**config.mk**
```make
export PLATFORM = sky130hd
export DESIGN_NAME = general_purpose_line_control
export DESIGN_NICKNAME = d
export VERILOG_FILES = /design/src/rtl/gpio_line_pkg.sv /design/src/rtl/general_purpose_line_control.sv
export SDC_FILE = /design/constraint.sdc
export NUM_CORES = 2
export LEC_CHECK = 0
export BUFFER_PORTS_ARGS = -buffer_cell sky130_fd_sc_hd__buf_2
export CAP_MARGIN = 20
export CORE_MARGIN = 2
export CORE_UTILIZATION = 58
export DETAILED_ROUTE_END_ITERATION = 16
export PLACE_DENSITY = 0.83
export SLEW_MARGIN = 20
export SYNTH_ARGS = -nofsm -noshare
export SYNTH_HDL_FRONTEND = slang
export SYNTH_SLANG_ARGS = --single-unit
```
**constraint.sdc**
```tcl
create_clock -name clk -period 5.3 [get_ports clk]
set_clock_uncertainty 0.15 [all_clocks]
set_input_delay 0.265 -clock clk [delete_from_list [all_inputs] [get_ports clk]]
set_output_delay 0.265 -clock clk [all_outputs]
set_load 0.05 [all_outputs]
```
**src/rtl/gpio_line_pkg.sv**
```systemverilog
package gpio_line_pkg;

  // ****************************************************************
  // Sizes
  // ****************************************************************
  localparam int NUM_LINES = 4;
  localparam int NUM_USER = 4;
  localparam int NUM_KINDS = 2;
  localparam int SRC_W = 5;

  // ****************************************************************
  // Timing
  // ****************************************************************
  localparam int CLK_PERIOD_NS = 20;
  localparam int TICK_US = 1;
  localparam int CYC_PER_US = (TICK_US * 1000) / CLK_PERIOD_NS;

  // ****************************************************************
  // Register byte offsets
  // ****************************************************************
  localparam logic [7:0] OFF_LINE_SEL = 8'h00;
  localparam logic [7:0] OFF_DIR = 8'h04;
  localparam logic [7:0] OFF_RAIL = 8'h08;
  localparam logic [7:0] OFF_INVERT = 8'h0C;
  localparam logic [7:0] OFF_LEVEL = 8'h10;
  localparam logic [7:0] OFF_ALL_LEVELS = 8'h14;
  localparam logic [7:0] OFF_KIND_SEL = 8'h18;
  localparam logic [7:0] OFF_WIDTH_US = 8'h1C;
  localparam logic [7:0] OFF_SRC_SEL = 8'h20;
  localparam logic [7:0] OFF_CIRCUIT = 8'h24;
  localparam logic [7:0] OFF_USER_IDX = 8'h28;
  localparam logic [7:0] OFF_USER_LVL = 8'h2C;
  localparam logic [7:0] OFF_USER_ALL = 8'h30;

  // ****************************************************************
  // Reset values
  // ****************************************************************
  localparam logic [31:0] RST_WIDTH_US = 32'h0000_0000;
  localparam logic [3:0] RST_LINES = 4'h0;

  // ****************************************************************
  // Encodings
  // ****************************************************************
  typedef enum logic [SRC_W-1:0] {
    SRC_OFF = 5'h00,
    SRC_LINE0 = 5'h01,
    SRC_LINE1 = 5'h02,
    SRC_LINE2 = 5'h03,
    SRC_LINE3 = 5'h04,
    SRC_USER0 = 5'h05,
    SRC_USER1 = 5'h06,
    SRC_USER2 = 5'h07,
    SRC_USER3 = 5'h08,
    SRC_CNT0 = 5'h09,
    SRC_CNT1 = 5'h0A,
    SRC_LOGIC0 = 5'h0B,
    SRC_LOGIC1 = 5'h0C,
    SRC_EXPOSING = 5'h0D,
    SRC_TRIG_WAIT = 5'h0E
  } line_src_t;

  localparam logic KIND_DEGLITCH = 1'b0;
  localparam logic KIND_DEBOUNCE = 1'b1;

  localparam logic [2:0] FMT_TRI_STATE = 3'h1;
  localparam logic [2:0] FMT_OPTO = 3'h5;
  localparam logic [2:0] FMT_OPEN_DRAIN = 3'h6;

endpackage : gpio_line_pkg

```
**src/rtl/general_purpose_line_control.sv**
```systemverilog
`timescale 1ns/1ps
`default_nettype none

module general_purpose_line_control
  import gpio_line_pkg::*;
(
  // Clock, reset and enable
  input wire logic clk,
  input wire logic rstn,
  input wire logic ce,
  // APB slave
  input wire logic psel,
  input wire logic penable,
  input wire logic pwrite,
  input wire logic [7:0] paddr,
  input wire logic [31:0] pwdata,
  output logic [31:0] prdata,
  output logic pready,
  output logic pslverr,
  // Internal source signals
  input wire logic [1:0] counter_active,
  input wire logic [1:0] logic_block_out,
  input wire logic exposing,
  input wire logic trigger_wait,
  // Connector lines
  input wire logic [3:0] line_in,
  output logic [3:0] line_out,
  output logic [3:0] line_oe,
  output logic [3:0] rail_enable
);

  // ****************************************************************
  // Configuration state
  // ****************************************************************
  logic [1:0] line_sel_q;
  logic kind_sel_q;
  logic [1:0] user_idx_q;
  logic [3:0] dir_q;
  logic [3:0] inv_q;
  logic [3:0] rail_q;
  logic [3:0] user_q;
  logic [SRC_W-1:0] src_q [NUM_LINES];
  logic [31:0] width_q [NUM_LINES][NUM_KINDS];
  logic [31:0] prdata_q;
  logic pslverr_q;
  logic [3:0] out_q;
  logic [3:0] status_q;
  logic [3:0] sync1_q;
  logic [3:0] sync2_q;
  logic [3:0] dg_q;
  logic [3:0] db_q;
  logic [31:0] gcnt_q [NUM_LINES];
  logic [31:0] bcnt_q [NUM_LINES];
  logic [5:0] tick_cnt_q;
  logic tick;

  logic setup;
  logic wr;
  logic mapped;

  assign setup = psel && !penable;
  assign wr = psel && penable && pwrite && ce;
  assign pready = 1'b1;
  assign prdata = prdata_q;
  assign pslverr = pslverr_q;

  function automatic logic [2:0] circuit_of(input logic [1:0] idx);
    if (idx == 2'd0 || idx == 2'd1) begin
      circuit_of = FMT_OPTO;
    end else if (idx == 2'd2) begin
      circuit_of = FMT_OPEN_DRAIN;
    end else begin
      circuit_of = FMT_TRI_STATE;
    end
  endfunction : circuit_of

  function automatic logic is_mapped(input logic [7:0] a);
    is_mapped = (a <= OFF_USER_ALL) && (a[1:0] == 2'b00);
  endfunction : is_mapped

  assign mapped = is_mapped(paddr);

  function automatic logic src_pick(input logic [SRC_W-1:0] s,
                                    input logic [3:0] lines,
                                    input logic [3:0] users,
                                    input logic [1:0] cnt,
                                    input logic [1:0] lb,
                                    input logic expo,
                                    input logic twait);
    src_pick = 1'b0;
    case (s)
      SRC_LINE0: src_pick = lines[0];
      SRC_LINE1: src_pick = lines[1];
      SRC_LINE2: src_pick = lines[2];
      SRC_LINE3: src_pick = lines[3];
      SRC_USER0: src_pick = users[0];
      SRC_USER1: src_pick = users[1];
      SRC_USER2: src_pick = users[2];
      SRC_USER3: src_pick = users[3];
      SRC_CNT0: src_pick = cnt[0];
      SRC_CNT1: src_pick = cnt[1];
      SRC_LOGIC0: src_pick = lb[0];
      SRC_LOGIC1: src_pick = lb[1];
      SRC_EXPOSING: src_pick = expo;
      SRC_TRIG_WAIT: src_pick = twait;
      default: src_pick = 1'b0;
    endcase
  endfunction : src_pick

  // ****************************************************************
  // Register writes
  // ****************************************************************
  // per-line indexed settings
  always_ff @(posedge clk) begin
    if (!rstn) begin
      line_sel_q <= 2'h0;
      kind_sel_q <= KIND_DEGLITCH;
      user_idx_q <= 2'h0;
      dir_q <= RST_LINES;
      inv_q <= RST_LINES;
      rail_q <= RST_LINES;
      for (int i = 0; i < NUM_LINES; i++) begin
        src_q[i] <= SRC_OFF;
        for (int k = 0; k < NUM_KINDS; k++) begin
          width_q[i][k] <= RST_WIDTH_US;
        end
      end
    end else if (wr) begin
      if (paddr == OFF_LINE_SEL) begin
        line_sel_q <= pwdata[1:0];
      end else if (paddr == OFF_DIR) begin
        dir_q[line_sel_q] <= pwdata[0];
      end else if (paddr == OFF_RAIL) begin
        rail_q[line_sel_q] <= pwdata[0];
      end else if (paddr == OFF_INVERT) begin
        inv_q[line_sel_q] <= pwdata[0];
      end else if (paddr == OFF_KIND_SEL) begin
        kind_sel_q <= pwdata[0];
      end else if (paddr == OFF_WIDTH_US) begin
        width_q[line_sel_q][kind_sel_q] <= pwdata;
      end else if (paddr == OFF_SRC_SEL) begin
        src_q[line_sel_q] <= pwdata[SRC_W-1:0];
      end else if (paddr == OFF_USER_IDX) begin
        user_idx_q <= pwdata[1:0];
      end
    end
  end

  always_ff @(posedge clk) begin
    if (!rstn) begin
      user_q <= RST_LINES;
    end else if (wr) begin
      if (paddr == OFF_USER_LVL) begin
        user_q[user_idx_q] <= pwdata[0];
      end else if (paddr == OFF_USER_ALL) begin
        user_q <= pwdata[3:0];
      end
    end
  end

  // ****************************************************************
  // Register reads
  // ****************************************************************
  // Read data is captured in the setup cycle and shown in the access.
  always_ff @(posedge clk) begin
    if (!rstn) begin
      prdata_q <= 32'h0000_0000;
      pslverr_q <= 1'b0;
    end else if (ce && setup) begin
      pslverr_q <= !mapped;
      prdata_q <= 32'h0000_0000;
      if (paddr == OFF_LINE_SEL) begin
        prdata_q[1:0] <= line_sel_q;
      end else if (paddr == OFF_DIR) begin
        prdata_q[0] <= dir_q[line_sel_q];
      end else if (paddr == OFF_RAIL) begin
        prdata_q[0] <= rail_q[line_sel_q];
      end else if (paddr == OFF_INVERT) begin
        prdata_q[0] <= inv_q[line_sel_q];
      end else if (paddr == OFF_LEVEL) begin
        prdata_q[0] <= status_q[line_sel_q];
      end else if (paddr == OFF_ALL_LEVELS) begin
        prdata_q[3:0] <= status_q;
      end else if (paddr == OFF_KIND_SEL) begin
        prdata_q[0] <= kind_sel_q;
      end else if (paddr == OFF_WIDTH_US) begin
        prdata_q <= width_q[line_sel_q][kind_sel_q];
      end else if (paddr == OFF_SRC_SEL) begin
        prdata_q[SRC_W-1:0] <= src_q[line_sel_q];
      end else if (paddr == OFF_CIRCUIT) begin
        prdata_q[2:0] <= circuit_of(line_sel_q);
      end else if (paddr == OFF_USER_IDX) begin
        prdata_q[1:0] <= user_idx_q;
      end else if (paddr == OFF_USER_LVL) begin
        prdata_q[0] <= user_q[user_idx_q];
      end else if (paddr == OFF_USER_ALL) begin
        prdata_q[3:0] <= user_q;
      end
    end
  end

  // ****************************************************************
  // Microsecond tick and synchroniser
  // ****************************************************************
  // microsecond tick
  always_ff @(posedge clk) begin
    if (!rstn) begin
      tick_cnt_q <= 6'h00;
    end else if (ce) begin
      tick_cnt_q <= tick ? 6'h00 : tick_cnt_q + 6'h01;
    end
  end
  assign tick = (tick_cnt_q == 6'(CYC_PER_US - 1));

  always_ff @(posedge clk) begin
    if (!rstn) begin
      sync1_q <= RST_LINES;
      sync2_q <= RST_LINES;
    end else if (ce) begin
      sync1_q <= line_in;
      sync2_q <= sync1_q;
    end
  end

  // ****************************************************************
  // Per-line filters and drivers
  // ****************************************************************
  for (genvar g = 0; g < NUM_LINES; g++) begin : g_line
    always_ff @(posedge clk) begin
      if (!rstn) begin
        dg_q[g] <= 1'b0;
        gcnt_q[g] <= 32'h0000_0000;
      end else if (ce) begin
        if (sync2_q[g] == dg_q[g]) begin
          gcnt_q[g] <= 32'h0000_0000;
        // A tick may follow at once, so one tick beyond the width is needed.
        end else if (width_q[g][KIND_DEGLITCH] == 32'h0 ||
                     gcnt_q[g] > width_q[g][KIND_DEGLITCH]) begin
          dg_q[g] <= sync2_q[g];
          gcnt_q[g] <= 32'h0000_0000;
        end else if (tick) begin
          gcnt_q[g] <= gcnt_q[g] + 32'h0000_0001;
        end
      end
    end

    always_ff @(posedge clk) begin
      if (!rstn) begin
        db_q[g] <= 1'b0;
        bcnt_q[g] <= 32'h0000_0000;
      end else if (ce) begin
        if (bcnt_q[g] != 32'h0000_0000) begin
          if (tick) begin
            bcnt_q[g] <= bcnt_q[g] - 32'h0000_0001;
          end
        end else if (dg_q[g] != db_q[g]) begin
          db_q[g] <= dg_q[g];
          // One extra tick keeps the block for at least the full width.
          bcnt_q[g] <= width_q[g][KIND_DEBOUNCE] + {31'h0,
                       |width_q[g][KIND_DEBOUNCE] &&
                       !(&width_q[g][KIND_DEBOUNCE])};
        end
      end
    end

    always_ff @(posedge clk) begin
      if (!rstn) begin
        out_q[g] <= 1'b0;
        status_q[g] <= 1'b0;
      end else if (ce) begin
        out_q[g] <= src_pick(src_q[g], status_q, user_q, counter_active,
                             logic_block_out, exposing, trigger_wait)
                    ^ inv_q[g];
        status_q[g] <= dir_q[g] ? out_q[g] : (db_q[g] ^ inv_q[g]);
      end
    end
  end

  assign line_oe = dir_q;
  assign line_out = out_q;
  assign rail_enable = rail_q;
endmodule : general_purpose_line_control

`default_nettype wire

```
==> metrics <==
status=complete, no violations; Peak Freq=252 MHz; CP Data Required Time=5.61 ns; Power Density=~270 nW/um^2; global route overflow=0; drt first-iter violations=4431; Synth Register Bits=618; max-slew violation count=0; Cell Area, Synth=37300 um^2; Vias=30500; Fin. Hold Viols=0; final setup vio count=0; Post-synth top cells=edfxtp_1, nor2_1, and2_1; num ports=102; sequential share of power=51.8%; power share of the combinational group=7.5%; Post-layout nets=3790; hold path cells=5; synth unique cells=89; first-pass GRT wire length=around 170 mm; post-DP HPWL=81.6 mm; Worst-Skew Late Latency=0.63 ns; final worst path period share=about 75%; most numerous cell in the Yosys netlist=edfxtp_1; switch share=25.3%; CP arrival=~4.3 ns; htree depth=3; maxcap violations=0; critical path class=reg2reg; DR pass1 iterations=9; Avg Cell Area, Syn=10.6 um^2; CP endpoint kind=flop; global placer's final weighted congestion=about 1; Core Area=64000 um^2; reg2reg start=tick_cnt_q[0]$_SDFFE_PN0P_; leading area contributor after synthesis=edfxtp_1; P_int=8.30 mW; Cells after Synth=3526; vias in the first global route=approximately 29000; layout cell share with drive strength beyond 1=10.7%; DP Cell Count=4368; Net Count, Synth=around 3700; die width=258 um; largest net degree at the start of global routing=71; ys async rst share=0%; Vias/cell=6.77; CTS resizes=0; Switching Power=~2.8 mW; r2r endpoint=gcnt_q[0][28]$_SDFFCE_PN0P_; Synth Flop Type=edfxtp_1; slew at the pin closest to its max-slew limit=1.09 ns; setup ws final=1.33 ns; CTS root buffer=clkbuf_16; initial antenna violation count=9; TritonCTS Sinks=roughly 600; Hold WC Path Type=in2reg; antenna viol nets, final=0; Post-synth EDFFs=532; Seq/Total Area, Yosys=47.4%; Yosys warning total=0; hold_sp=paddr[6]; Core Rows=slightly above 90; Clk pwr share=40.7%; WL per Instance=25.7 um; Max VDD drop=about 0.22 mV; CTS tree=built; crit-path max FO=32; Leak=14.4 nW; RSZ-0062 raised after global routing=false; share of the synthesized area in the top cell type=42.8%; shortest period the worst path allows=3.97 ns; synth top area cells=edfxtp_1, ha_1, mux4_2; die area=66400 um^2; Area Overhead vs Synth=9.51%; reg2reg path depth=7; r2r setup slk=1.33 ns; Total Routing Usage GR=between 30 and 40%; Total Wirelength=between 100 and 150 mm; clock buffer count from CTS=66; kind of start point of the critical path=flop; residual DRC count=0; Clock Tree Buf Depth=3; initial core utilization=58.3%; Worst slew margin=27.4%; Final Power=11.1 mW; Finished Layout Cells=4500; Port Buf Inserts=100; WHS Endpoint=prdata[4]$_SDFFE_PN0P_; setup TNS=0 ns; Setup WS pre-CTS=1.11 ns; clock transition at the registers of the reported paths=0.06 ns; die height=between 200 and 300 um
cell families after synthesis:
group / synth area share [%]
flops: 47.4
simple gates: 21.4
compound gates: 7.22
buf+inv: 3.64
fa+ha+maj: 4.89
other cells: 0.0100
mux: 6.92
xor+xnor: 8.47
area by class of cell:
class                      instances  area [um^2]
fill                            4857        23100
multi-input combinational       2557        18300
sequential                       618        17700
clock buffer                      88         1870
tap                              855         1070
timing repair buffer             164         1010
inverter                         181          679
clock inverter                    28          184
antenna                            9         22.5
layout by cell type, fill, tap and decap left out, types with 10 or more instances in the layout:
cell type / n
a211oi_1: 14
or4_1: 10
a2bb2oi_1: 28
buf_2: 100
and4_1: 25
mux4_2: 77
clkbuf_16: 72
a21oi_1: 80
ha_1: 146
edfxtp_1: 532
clkbuf_1: 15
nand2b_1: 19
o22ai_1: 125
and2_1: 268
nand4_1: 111
dfxtp_1: 83
nand2_1: 200
nor3_1: 75
buf_4: 56
clkinv_2: 12
and3_1: 65
nor2_1: 291
nor2b_1: 17
nand3_1: 148
o21ai_0: 53
a21o_1: 12
or3_1: 31
nor4_1: 159
xor2_1: 195
mux2i_1: 78
xnor2_1: 166
inv_1: 179
nand3b_1: 11
registers in the layout, summed over array words and instances, names as in the netlist, named ones only:
name,flops
inv_q,4
width_q,256
db_q,4
line_sel_q,2
rail_enable,4
line_out,4
dg_q,4
pslverr,1
gcnt_q,128
user_q,4
tick_cnt_q,6
line_oe,4
src_q,20
status_q,4
bcnt_q,128
prdata,32
sync1_q,4
kind_sel_q,1
sync2_q,4
user_idx_q,2
through the flow:
| step | hold WS, ns | area, um^2 | utilization [%] |
|---|---|---|---|
| final | 0.0161 | 40900 | 63.9 |
| after global placement | 0.288 | 38700 | 60.5 |
| after floorplan | 0.262 | 37300 | - |
| after CTS | 0.00119 | 40800 | 63.8 |
| after global routing | 0.0159 | 40900 | 63.8 |
| after detailed placement | 0.291 | 38700 | 60.5 |
timing repair:
action,CTS,global route
hold buffers,7,0
setup buffers,0,0
endpoints found under the hold margin,25,0
per-layer routing:
layer  vias up  wire [um]  track usage, %
li1      13200          -               -
met1     14500      41100            44.8
met2      2204      50000            51.0
met3       467      17000            10.2
met4         4       7580            19.4
met5         -         28               0
power by group through the flow:
| stage | logic (mW) | clock network (mW) | registers [mW] |
|---|---|---|---|
| finish | 0.838 | 4.52 | 5.76 |
| detailed placement | 0.797 | 0 | 5.83 |
| CTS | 0.811 | 4.52 | 5.73 |
| global route | 0.898 | 4.70 | 5.76 |
| global placement | 0.775 | 0 | 5.82 |
| floorplan | 0.523 | 0 | 5.72 |
worst max-delay path, stage by stage, from the launching register on:
cell	delay, ns
dfxtp_1	0.41
ha_1	0.17
nand4b_1	0.15
nor3_2	0.71
nand2_1	0.66
or3_1	0.53
or3_1	0.76
nor2_1	0.26
how the worst max path moves through the flow:
| stage | startpoint | to | cells past startpoint |
|---|---|---|---|
| after global routing | tick_cnt_q[0]$_SDFFE_PN0P_ | gcnt_q[0][30]$_SDFFCE_PN0P_ | 7 |
| after detailed placement | paddr[5] | width_q[0][9]$_SDFFCE_PN0P_ | 9 |
| after floorplan | paddr[4] | width_q[3][0]$_SDFFCE_PN0P_ | 7 |
| after CTS | tick_cnt_q[0]$_SDFFE_PN0P_ | gcnt_q[0][28]$_SDFFCE_PN0P_ | 7 |
| after global placement | paddr[5] | width_q[0][6]$_SDFFCE_PN0P_ | 9 |
| final | tick_cnt_q[0]$_SDFFE_PN0P_ | gcnt_q[0][28]$_SDFFCE_PN0P_ | 7 |
(Power assumes the default switching activity.)
